**src/logic/ikr_pkg.sv**
```systemverilog
// shared constants and carrier types of the interrupt and key return block
package ikr_pkg;
  // =====================================================================
  // register map
  localparam int          ADDR_W         = 16;
  localparam logic [15:0] ADR_REQ_FLAGS  = 16'hFFE0;
  localparam logic [15:0] ADR_MASK_FLAGS = 16'hFFE4;
  localparam logic [15:0] ADR_EVT_STAT   = 16'hFFE8;
  localparam logic [15:0] ADR_EVT_MASK   = 16'hFFE9;
  localparam logic [15:0] ADR_PEND_SRC   = 16'hFFEA;
  localparam logic [7:0]  REQ_RESET      = 8'h00;
  localparam logic [7:0]  MASK_RESET     = 8'hFF;
  localparam logic [2:0]  MASK_FILL      = 3'h7;
  localparam logic [7:0]  RD_IDLE        = 8'h00;

  // =====================================================================
  // maskable flag layout
  localparam int NUM_MSK = 5;
  localparam int BIT_WDT = 0;
  localparam int BIT_TMA = 1;
  localparam int BIT_TMB = 2;
  localparam int BIT_LV  = 3;
  localparam int BIT_NVM = 4;

  // =====================================================================
  // event status for the summary interrupt
  localparam int         EVT_W          = 2;
  localparam int         EVT_KEY        = 0;
  localparam int         EVT_WDT        = 1;
  localparam logic [1:0] EVT_STAT_RESET = 2'h0;
  localparam logic [1:0] EVT_MASK_RESET = 2'h3;

  // =====================================================================
  // vectors
  localparam logic [15:0] VEC_NONE = 16'h0000;
  localparam logic [15:0] VEC_KEY  = 16'h0002;
  localparam logic [15:0] VEC_WDT  = 16'h0004;
  localparam logic [15:0] VEC_TMA  = 16'h0006;
  localparam logic [15:0] VEC_TMB  = 16'h0008;
  localparam logic [15:0] VEC_LV   = 16'h000A;
  localparam logic [15:0] VEC_NVM  = 16'h000C;

  // =====================================================================
  // key inputs
  localparam int         KEY_N    = 4;
  localparam logic [3:0] KEY_IDLE = 4'hF;

  typedef enum logic [1:0] {
    IKR_WDT_STOP     = 2'h0,
    IKR_WDT_INTERVAL = 2'h1,
    IKR_WDT_NMI      = 2'h2,
    IKR_WDT_RESET    = 2'h3
  } ikr_wdt_mode_e;

  typedef enum logic [2:0] {
    SRC_NONE = 3'h0,
    SRC_KEY  = 3'h1,
    SRC_WNMI = 3'h2,
    SRC_WDT  = 3'h3,
    SRC_TMA  = 3'h4,
    SRC_TMB  = 3'h5,
    SRC_LV   = 3'h6,
    SRC_NVM  = 3'h7
  } ikr_src_e;

  typedef struct packed {
    logic [15:0] addr;
    logic [7:0]  wdata;
    logic [7:0]  wbits;
    logic        wr;
    logic        rd;
  } ikr_bus_s;

  typedef struct packed {
    logic nvm_write_done_irq;
    logic low_voltage_irq;
    logic timer_b_match_irq;
    logic timer_a_match_irq;
    logic watchdog_overflow_irq;
  } ikr_src_s;

  function automatic logic [15:0] ikr_vec(input ikr_src_e s);
    logic [15:0] v;
    v = VEC_NONE;
    unique case (s)
      SRC_NONE: v = VEC_NONE;
      SRC_KEY:  v = VEC_KEY;
      SRC_WNMI: v = VEC_WDT;
      SRC_WDT:  v = VEC_WDT;
      SRC_TMA:  v = VEC_TMA;
      SRC_TMB:  v = VEC_TMB;
      SRC_LV:   v = VEC_LV;
      SRC_NVM:  v = VEC_NVM;
    endcase
    return v;
  endfunction : ikr_vec
endpackage : ikr_pkg

```
**src/logic/ikr_intc.sv**
```systemverilog
// interrupt controller with key return wake-up and register port
// Behaviour
// - non-maskable requests ignore enable, outrank all
// - any non-maskable or unmasked maskable request raises standby release
// - seven sources, two non-maskable, five maskable
// - maskable priority watchdog, timer a, b, lv, nvm
// - vectors 0002H key, 0004H watchdog, 0006H timer a
// - vectors 0008H timer b, 000AH lv, 000CH nvm
// - key falling edge requests only in stop
// - key inputs have no mask
// - one key low hides other key edges
// - watchdog overflow takes at most one path, none in stop or reset mode
// - flags set by source or write, cleared otherwise
// - flag register FFE0H, reset 00H, top bits zero
// - flags written singly or as whole byte
// - mask gates maskable only, never non-maskable
// - mask zero allows, one blocks, resets all ones
//
// Decided for this implementation: the strobed register port.
`timescale 1ns/1ps
module ikr_intc
  import ikr_pkg::*;
(
  input  wire logic          sys_clk,
  input  wire logic          rst_b,
  input  wire ikr_bus_s      bus,
  output logic [7:0]         rd_data,
  input  wire ikr_src_s      srcs,
  input  wire ikr_wdt_mode_e wdt_mode,
  input  wire logic [3:0]    key_pin,
  input  wire logic          stop_mode,
  input  wire logic          global_maskable_enable,
  output logic               irq_req,
  output logic [15:0]        irq_vector,
  input  wire logic          irq_ack,
  output logic               standby_release,
  output logic               event_irq
);
  // =====================================================================
  // declarations
  logic               key_fall;
  logic               wdt_to_nmi;
  logic               wdt_to_msk;
  logic [NUM_MSK-1:0] src_set;
  logic [NUM_MSK-1:0] req_ff;
  logic [NUM_MSK-1:0] nxt_req;
  logic [NUM_MSK-1:0] mask_ff;
  logic [NUM_MSK-1:0] ack_clr;
  logic [NUM_MSK-1:0] live;
  logic [NUM_MSK-1:0] wbits;
  logic               key_pend_ff;
  logic               wnmi_pend_ff;
  logic [EVT_W-1:0]   estat_ff;
  logic [EVT_W-1:0]   emask_ff;
  logic [EVT_W-1:0]   evt_set;
  ikr_src_e           top;
  ikr_src_e           served_ff;
  logic [15:0]        vector_ff;
  logic [7:0]         rd_ff;
  logic [7:0]         nxt_rd;
  logic               wr_req;
  logic               wr_mask;
  logic               wr_estat;
  logic               wr_emask;

  // =====================================================================
  // key return detector
  ikr_key_detect #(
    .KEYS (KEY_N)
  ) u_key (
    .sys_clk   (sys_clk),
    .rst_b     (rst_b),
    .key_pin   (key_pin),
    .stop_mode (stop_mode),
    .key_fall  (key_fall)
  );

  // =====================================================================
  // source routing
  // watchdog reset mode leaves both paths idle; the reset is elsewhere
  assign wdt_to_nmi = srcs.watchdog_overflow_irq && (wdt_mode == IKR_WDT_NMI);
  assign wdt_to_msk = srcs.watchdog_overflow_irq && (wdt_mode == IKR_WDT_INTERVAL);
  assign src_set = {srcs.nvm_write_done_irq, srcs.low_voltage_irq,
                    srcs.timer_b_match_irq, srcs.timer_a_match_irq,
                    wdt_to_msk};
  assign evt_set = {wdt_to_nmi, key_fall};

  // =====================================================================
  // write decode
  assign wr_req   = bus.wr && (bus.addr == ADR_REQ_FLAGS);
  assign wr_mask  = bus.wr && (bus.addr == ADR_MASK_FLAGS);
  assign wr_estat = bus.wr && (bus.addr == ADR_EVT_STAT);
  assign wr_emask = bus.wr && (bus.addr == ADR_EVT_MASK);
  assign wbits    = bus.wbits[NUM_MSK-1:0];

  // =====================================================================
  // acknowledge clears the served flag
  always_comb begin
    ack_clr = '0;
    if (irq_ack) begin
      unique case (served_ff)
        SRC_NONE: ack_clr = '0;
        SRC_KEY:  ack_clr = '0;
        SRC_WNMI: ack_clr = '0;
        SRC_WDT:  ack_clr[BIT_WDT] = 1'b1;
        SRC_TMA:  ack_clr[BIT_TMA] = 1'b1;
        SRC_TMB:  ack_clr[BIT_TMB] = 1'b1;
        SRC_LV:   ack_clr[BIT_LV] = 1'b1;
        SRC_NVM:  ack_clr[BIT_NVM] = 1'b1;
      endcase
    end
  end

  // =====================================================================
  // request flags: source set wins over write and acknowledge
  always_comb begin
    nxt_req = req_ff & ~ack_clr;
    if (wr_req) begin
      nxt_req = (nxt_req & ~wbits) | (bus.wdata[NUM_MSK-1:0] & wbits);
    end
    nxt_req = nxt_req | src_set;
  end

  always_ff @(posedge sys_clk or negedge rst_b) begin
    if (!rst_b) begin
      req_ff <= REQ_RESET[NUM_MSK-1:0];
    end else begin
      req_ff <= nxt_req;
    end
  end

  // =====================================================================
  // mask flags
  always_ff @(posedge sys_clk or negedge rst_b) begin
    if (!rst_b) begin
      mask_ff <= MASK_RESET[NUM_MSK-1:0];
    end else if (wr_mask) begin
      mask_ff <= (mask_ff & ~wbits) | (bus.wdata[NUM_MSK-1:0] & wbits);
    end
  end

  // =====================================================================
  // non-maskable pending, no mask and no software clear
  always_ff @(posedge sys_clk or negedge rst_b) begin
    if (!rst_b) begin
      key_pend_ff <= 1'b0;
    end else if (key_fall) begin
      key_pend_ff <= 1'b1;
    end else if (irq_ack && served_ff == SRC_KEY) begin
      key_pend_ff <= 1'b0;
    end
  end

  always_ff @(posedge sys_clk or negedge rst_b) begin
    if (!rst_b) begin
      wnmi_pend_ff <= 1'b0;
    end else if (wdt_to_nmi) begin
      wnmi_pend_ff <= 1'b1;
    end else if (irq_ack && served_ff == SRC_WNMI) begin
      wnmi_pend_ff <= 1'b0;
    end
  end

  // =====================================================================
  // event status and summary interrupt
  always_ff @(posedge sys_clk or negedge rst_b) begin
    if (!rst_b) begin
      estat_ff <= EVT_STAT_RESET;
    end else begin
      estat_ff <= (estat_ff & ~(wr_estat ? bus.wdata[EVT_W-1:0] : '0)) | evt_set;
    end
  end

  always_ff @(posedge sys_clk or negedge rst_b) begin
    if (!rst_b) begin
      emask_ff <= EVT_MASK_RESET;
    end else if (wr_emask) begin
      emask_ff <= bus.wdata[EVT_W-1:0];
    end
  end

  assign event_irq = |(estat_ff & ~emask_ff);

  // =====================================================================
  // priority resolution
  assign live = req_ff & ~mask_ff & {NUM_MSK{global_maskable_enable}};

  always_comb begin
    top = SRC_NONE;
    if (key_pend_ff) begin
      top = SRC_KEY;
    end else if (wnmi_pend_ff) begin
      top = SRC_WNMI;
    end else if (live[BIT_WDT]) begin
      top = SRC_WDT;
    end else if (live[BIT_TMA]) begin
      top = SRC_TMA;
    end else if (live[BIT_TMB]) begin
      top = SRC_TMB;
    end else if (live[BIT_LV]) begin
      top = SRC_LV;
    end else if (live[BIT_NVM]) begin
      top = SRC_NVM;
    end
  end

  // an acknowledge drops the request for one cycle so it is never taken twice
  always_ff @(posedge sys_clk or negedge rst_b) begin
    if (!rst_b) begin
      served_ff <= SRC_NONE;
      vector_ff <= VEC_NONE;
    end else if (irq_ack) begin
      served_ff <= SRC_NONE;
      vector_ff <= VEC_NONE;
    end else begin
      served_ff <= top;
      vector_ff <= ikr_vec(top);
    end
  end

  assign irq_req    = (served_ff != SRC_NONE);
  assign irq_vector = vector_ff;

  // enable is left out: a masked-off core must still wake
  assign standby_release = key_pend_ff || wnmi_pend_ff || (|(req_ff & ~mask_ff));

  // =====================================================================
  // read port, data valid only in the cycle after the strobe
  always_comb begin
    nxt_rd = RD_IDLE;
    unique case (bus.addr)
      ADR_REQ_FLAGS:  nxt_rd[NUM_MSK-1:0] = req_ff;
      ADR_MASK_FLAGS: nxt_rd = {MASK_FILL, mask_ff};
      ADR_EVT_STAT:   nxt_rd[EVT_W-1:0] = estat_ff;
      ADR_EVT_MASK:   nxt_rd[EVT_W-1:0] = emask_ff;
      ADR_PEND_SRC:   nxt_rd[2:0] = served_ff;
      default:        nxt_rd = RD_IDLE;
    endcase
  end

  always_ff @(posedge sys_clk or negedge rst_b) begin
    if (!rst_b) begin
      rd_ff <= RD_IDLE;
    end else begin
      rd_ff <= bus.rd ? nxt_rd : RD_IDLE;
    end
  end

  assign rd_data = rd_ff;
endmodule : ikr_intc

```
**src/logic/ikr_key_detect.sv**
```systemverilog
// key return falling edge detector with pin synchronisers
`timescale 1ns/1ps
module ikr_key_detect
  import ikr_pkg::*;
#(
  parameter int KEYS = KEY_N
) (
  input  wire logic            sys_clk,
  input  wire logic            rst_b,
  input  wire logic [KEYS-1:0] key_pin,
  input  wire logic            stop_mode,
  output logic                 key_fall
);
  // =====================================================================
  // three-stage sync, level accepted once stages two and three agree
  logic [KEYS-1:0] s1_ff;
  logic [KEYS-1:0] s2_ff;
  logic [KEYS-1:0] s3_ff;
  logic [KEYS-1:0] level_ff;
  logic [KEYS-1:0] agree;
  logic            all_high_ff;
  logic            fall_ff;

  // idle high so release of reset never fakes an edge
  always_ff @(posedge sys_clk or negedge rst_b) begin
    if (!rst_b) begin
      s1_ff <= {KEYS{1'b1}};
      s2_ff <= {KEYS{1'b1}};
      s3_ff <= {KEYS{1'b1}};
    end else begin
      s1_ff <= key_pin;
      s2_ff <= s1_ff;
      s3_ff <= s2_ff;
    end
  end

  assign agree = ~(s2_ff ^ s3_ff);

  always_ff @(posedge sys_clk or negedge rst_b) begin
    if (!rst_b) begin
      level_ff <= {KEYS{1'b1}};
    end else begin
      level_ff <= (level_ff & ~agree) | (s3_ff & agree);
    end
  end

  // =====================================================================
  // edge of the combined inputs
  always_ff @(posedge sys_clk or negedge rst_b) begin
    if (!rst_b) begin
      all_high_ff <= 1'b1;
      fall_ff     <= 1'b0;
    end else begin
      all_high_ff <= &level_ff;
      fall_ff     <= stop_mode && all_high_ff && !(&level_ff);
    end
  end

  assign key_fall = fall_ff;
endmodule : ikr_key_detect

```
**config.mk**
```make
export PLATFORM = sky130hd
export DESIGN_NAME = ikr_intc
export DESIGN_NICKNAME = d
export VERILOG_FILES = /design/src/logic/ikr_pkg.sv /design/src/logic/ikr_intc.sv /design/src/logic/ikr_key_detect.sv
export SDC_FILE = /design/constraint.sdc
export NUM_CORES = 1
export LEC_CHECK = 0
export BUFFER_PORTS_ARGS = -buffer_cell sky130_fd_sc_hd__buf_4
export CAP_MARGIN = 20
export CORE_MARGIN = 2
export CORE_UTILIZATION = 40
export CTS_CLUSTER_DIAMETER = 150
export DETAILED_ROUTE_END_ITERATION = 8
export PLACE_DENSITY = 0.67
export SLEW_MARGIN = 30
export SYNTH_ARGS = -nofsm -noshare
export SYNTH_HDL_FRONTEND = slang
export SYNTH_SLANG_ARGS = --single-unit
```
**constraint.sdc**
```tcl
create_clock -name sys_clk -period 4.9 [get_ports sys_clk]
set_input_delay 0 -clock sys_clk [delete_from_list [all_inputs] [get_ports sys_clk]]
set_output_delay 0 -clock sys_clk [all_outputs]
set_load 0.005 [all_outputs]
```
==> impl_metrics.xml <==
<?xml version="1.0" encoding="UTF-8"?>
<metrics>
  <group name="outcome">
    <metric name="run_status" unit="">finished, final reports clean</metric>
  </group>
  <group name="logic_synthesis">
    <metric name="ys_ff_latch" unit="">46</metric>
    <metric name="synth_cell_types" unit="">39</metric>
    <metric name="netlist_area" unit="mm^2">0.002150</metric>
    <metric name="synthesis.yosys.warnings" unit="">0</metric>
    <metric name="synth.avg_cell_area" unit="um^2">11.08</metric>
    <metric name="synth-seq-area-share" unit="%">54.95</metric>
    <metric name="synthesis.instances" unit="">194</metric>
  </group>
  <group name="cts">
    <metric name="cts-buffers-inserted" unit="">5</metric>
    <metric name="cts.htree.levels" unit="">2</metric>
    <metric name="post_cts.repair.setup_buffers" unit="">0</metric>
    <metric name="cts.clk_slew.worst_paths" unit="ns">0.09</metric>
    <metric name="tritoncts_num_sinks" unit="">46</metric>
    <metric name="post_cts_resized" unit="">0</metric>
    <metric name="post_cts_hold_buffer_count" unit="">24</metric>
    <metric name="clock_latency" unit="ns">0.29</metric>
    <metric name="cts-root-buf" unit="">sky130_fd_sc_hd__clkbuf_8</metric>
    <metric name="clock_tree_from_tritoncts" unit="">done</metric>
    <metric name="clk_path_buf_depth" unit="">2</metric>
  </group>
  <group name="global_routing">
    <metric name="vias_in_the_first_global_route" unit="">1607</metric>
    <metric name="use_met3" unit="%">4.000</metric>
    <metric name="grt_first_pass_wirelength" unit="um">7251</metric>
    <metric name="antenna_found_initial" unit="">0</metric>
    <metric name="global_route_track_usage_on_met2" unit="%">23.65</metric>
    <metric name="met1_track_demand_over_resource_in_global_routing" unit="%">21.59</metric>
    <metric name="grt_max_degree" unit="">47</metric>
    <metric name="grt_busiest_layer" unit="">met2</metric>
    <metric name="grt.total_usage" unit="%">15.57</metric>
    <metric name="overflow_left_after_global_routing" unit="">0</metric>
  </group>
  <group name="timing">
    <metric name="highest_attainable_clock_frequency" unit="MHz">401.1</metric>
    <metric name="worst-slew-pin-transition" unit="ns">0.9127</metric>
    <metric name="tns" unit="ns">0</metric>
    <metric name="timing.final.setup_violations" unit="">0</metric>
    <metric name="fin_worst_skew" unit="ns">0.005313</metric>
    <metric name="post-route-period-util" unit="%">50.88</metric>
    <metric name="fin_crit" unit="ns">2.493</metric>
    <metric name="rsz0062_at_grt" unit="">false</metric>
    <metric name="timing.final.max_slew_violations" unit="">0</metric>
    <metric name="final_hold_fails" unit="">0</metric>
    <metric name="worst_slew_margin_rel" unit="%">38.64</metric>
  </group>
  <group name="critical_path">
    <metric name="worstPathArrival" unit="ns">2.73</metric>
    <metric name="crit_path_max_fanout" unit="">3</metric>
    <metric name="category_of_the_critical_setup_timing_path" unit="">reg -&gt; reg</metric>
    <metric name="critical_path.endpoint_type" unit="">flip-flop</metric>
    <metric name="cp.required" unit="ns">5.13</metric>
    <metric name="worst_setup_path_start_kind" unit="">flip-flop</metric>
  </group>
  <group name="power_and_ir_drop">
    <metric name="power.static_leakage" unit="nW">1.317</metric>
    <metric name="power_dens_cells" unit="mW/mm^2">312.1</metric>
    <metric name="fin_total_pwr" unit="uW">917.1</metric>
    <metric name="max-vdd-ir-drop" unit="mV">0.1412</metric>
  </group>
  <group name="layout">
    <metric name="syn2layout_area_growth" unit="%">36.73</metric>
    <metric name="fraction_of_layout_cells_with_a_size_suffix_above_1" unit="%">35.74</metric>
    <metric name="nets" unit="">328</metric>
    <metric name="layout.filler_cells" unit="">476</metric>
    <metric name="antenna_cells_inserted" unit="">0</metric>
    <metric name="final_util" unit="%">57.18</metric>
    <metric name="stdcell_area" unit="mm^2">0.002939</metric>
  </group>
  <group name="worst_hold_path">
    <metric name="hp-start" unit="">bus[19]</metric>
    <metric name="holdCritPathClass" unit="">in -&gt; reg</metric>
  </group>
  <group name="route">
    <metric name="antenna_left" unit="">0</metric>
    <metric name="routed-via-count" unit="">1695</metric>
    <metric name="drtIter0Drc" unit="">124</metric>
    <metric name="route.detailed.drc" unit="">0</metric>
    <metric name="avgRoutedWirePerCell" unit="um">12.97</metric>
    <metric name="drtPass1Iterations" unit="">4</metric>
    <metric name="wire_length_reported_by_the_detailed_router" unit="um">4502</metric>
    <metric name="drt-vias-per-instance" unit="">4.885</metric>
  </group>
  <group name="floorplan">
    <metric name="core_region_area" unit="mm^2">0.005140</metric>
    <metric name="standard_cell_rows" unit="">26</metric>
    <metric name="die_height" unit="um">77.31</metric>
    <metric name="dieWidth" unit="um">77.31</metric>
    <metric name="top_level_ports" unit="">77</metric>
    <metric name="floorplan.initialDensity" unit="%">41.82</metric>
    <metric name="dieArea" unit="mm^2">0.005976</metric>
  </group>
  <group name="placement">
    <metric name="detailed_place.area" unit="mm^2">0.002582</metric>
    <metric name="buffer_ports.inserted" unit="">57</metric>
    <metric name="dp.final_hpwl" unit="um">3303</metric>
    <metric name="gp_congestion" unit="">0.8093</metric>
  </group>
  <group name="run">
    <metric name="cap_viol_max_count" unit="">0</metric>
  </group>
</metrics>
[power breakdown]
part / switching [mW] / internal (mW) / leakage, nW / total (mW)
Clock: 0.124 / 0.152 / 0.0514 / 0.276
Sequential: 0.0287 / 0.423 / 0.517 / 0.452
Combinational: 0.0849 / 0.105 / 0.749 / 0.190
[per-stage QoR]
| step | hold WS [ns] | cells | worst slack, ns |
|---|---|---|---|
| floorplan | -0.2956 | 206 | 3.157 |
| global placement | 0.02963 | 315 | 2.824 |
| detailed placement | 0.03034 | 315 | 2.826 |
| CTS | 0.002563 | 347 | 2.411 |
| global route | 0.01766 | 347 | 2.251 |
| finish | 0.007896 | 347 | 2.407 |
[per-layer routing]
metal	share of wire, %	wire length, um	up-vias
met5	0	0	-
met1	48	2146	802
met2	45	2036	57
met3	5.8	259	8
met4	1.3	59	0
li1	-	-	828
[path summary, 6_finish.rpt]
kind                                  end  slack (ns)  cells after the start
max                         irq_vector[2]        2.41                      9
min                            rd_data[0]       0.008                      3
max reg2reg                 irq_vector[2]        2.41                      9
min reg2reg                u_key.s2_ff[1]        0.36                      0
max in group asynchronous       async pin        4.28                      2
min in group asynchronous     estat_ff[0]        0.24                      2
[synthesized netlist by cell type]
| library cell | number | area, um^2 |
|---|---|---|
| sky130_fd_sc_hd__dfstp_2 | 24 | 630.6 |
| sky130_fd_sc_hd__dfrtp_1 | 22 | 550.5 |
| sky130_fd_sc_hd__nor2_1 | 17 | 63.81 |
| sky130_fd_sc_hd__buf_4 | 16 | 120.1 |
| sky130_fd_sc_hd__nand2_1 | 10 | 37.54 |
| sky130_fd_sc_hd__nand2b_1 | 9 | 56.30 |
| sky130_fd_sc_hd__nand4_1 | 9 | 56.30 |
| sky130_fd_sc_hd__o21ai_0 | 9 | 45.04 |
| sky130_fd_sc_hd__nand3_1 | 8 | 40.04 |
| sky130_fd_sc_hd__mux2_2 | 7 | 78.83 |
| sky130_fd_sc_hd__mux2i_1 | 6 | 60.06 |
| sky130_fd_sc_hd__a211o_1 | 5 | 43.79 |
| sky130_fd_sc_hd__and3_1 | 5 | 31.28 |
| sky130_fd_sc_hd__inv_1 | 5 | 18.77 |
| sky130_fd_sc_hd__nor2b_1 | 5 | 31.28 |
| sky130_fd_sc_hd__maj3_1 | 4 | 40.04 |
| sky130_fd_sc_hd__nand3b_1 | 3 | 22.52 |
| sky130_fd_sc_hd__nor3_1 | 3 | 15.01 |
| sky130_fd_sc_hd__o211ai_1 | 3 | 22.52 |
| sky130_fd_sc_hd__a21o_1 | 2 | 15.01 |
| sky130_fd_sc_hd__a31oi_1 | 2 | 12.51 |
| sky130_fd_sc_hd__ha_1 | 2 | 25.02 |
| sky130_fd_sc_hd__o22ai_1 | 2 | 12.51 |
| sky130_fd_sc_hd__a21oi_1 | 1 | 5.000 |
| sky130_fd_sc_hd__a31o_2 | 1 | 8.760 |
| sky130_fd_sc_hd__a41oi_1 | 1 | 8.760 |
| sky130_fd_sc_hd__and2b_1 | 1 | 7.510 |
| sky130_fd_sc_hd__and3_2 | 1 | 7.510 |
| sky130_fd_sc_hd__and4_1 | 1 | 8.760 |
| sky130_fd_sc_hd__buf_1 | 1 | 3.750 |
| sky130_fd_sc_hd__clkbuf_1 | 1 | 3.750 |
| sky130_fd_sc_hd__conb_1 | 1 | 3.750 |
| sky130_fd_sc_hd__nand4b_1 | 1 | 8.760 |
| sky130_fd_sc_hd__nand4bb_1 | 1 | 11.26 |
| sky130_fd_sc_hd__nor4_1 | 1 | 6.260 |
| sky130_fd_sc_hd__nor4_2 | 1 | 12.51 |
| sky130_fd_sc_hd__o31ai_1 | 1 | 7.510 |
| sky130_fd_sc_hd__or3_1 | 1 | 6.260 |
| sky130_fd_sc_hd__or4b_1 | 1 | 10.01 |
[area by class of cell]
type	instances	area, um^2	area share, %
Multi-Input combinational cell	137	873.3	29.71
Timing Repair Buffer	81	668.1	22.73
Tap cell	70	87.58	2.980
Clock inverter	2	37.54	1.277
Inverter	5	18.77	0.6386
Sequential cell	46	1181	40.19
Clock buffer	6	72.57	2.469
[placed cells by master, fill, tap and decap left out, types with 2 or more instances in the layout]
cell type,n
sky130_fd_sc_hd__ha_1,2
sky130_fd_sc_hd__a31oi_1,2
sky130_fd_sc_hd__dfrtp_1,22
sky130_fd_sc_hd__o22ai_1,2
sky130_fd_sc_hd__buf_4,57
sky130_fd_sc_hd__nor4_2,2
sky130_fd_sc_hd__and3_1,5
sky130_fd_sc_hd__nor2_1,17
sky130_fd_sc_hd__nand3b_1,3
sky130_fd_sc_hd__dlygate4sd3_1,24
sky130_fd_sc_hd__nor2b_1,5
sky130_fd_sc_hd__nand2_1,10
sky130_fd_sc_hd__dfstp_2,24
sky130_fd_sc_hd__a21o_1,2
sky130_fd_sc_hd__maj3_1,4
sky130_fd_sc_hd__mux2_2,7
sky130_fd_sc_hd__nand2b_1,9
sky130_fd_sc_hd__a211o_1,5
sky130_fd_sc_hd__o21ai_0,9
sky130_fd_sc_hd__nand3_1,8
sky130_fd_sc_hd__inv_1,5
sky130_fd_sc_hd__nor3_1,3
sky130_fd_sc_hd__o211ai_1,3
sky130_fd_sc_hd__mux2i_1,6
sky130_fd_sc_hd__conb_1,13
sky130_fd_sc_hd__clkbuf_8,5
sky130_fd_sc_hd__nand4_1,9
[kinds of logic (layout without fill, tap and decap cells)]
logic type	after synthesis	in the layout	share of synthesized area [%]
AND/OR/NAND/NOR	78	78	20.14
flip-flops	46	46	54.95
AO/OA/AOI/OAI	27	27	8.439
buffers and inverters	23	94	6.810
multiplexers	13	13	6.461
adder cells (fa/ha/maj)	6	6	3.027
other	1	13	0.1745
[critical path, cell delays in order, from the launching register on]
cell	delay [ns]
sky130_fd_sc_hd__dfstp_2	0.55
sky130_fd_sc_hd__nand2b_1	0.15
sky130_fd_sc_hd__o21ai_0	0.11
sky130_fd_sc_hd__a41oi_1	0.25
sky130_fd_sc_hd__nor2b_1	0.25
sky130_fd_sc_hd__inv_1	0.07
sky130_fd_sc_hd__ha_1	0.27
sky130_fd_sc_hd__nand4_1	0.08
sky130_fd_sc_hd__a21oi_1	0.15
sky130_fd_sc_hd__dlygate4sd3_1	0.55
(Power assumes the default switching activity.)
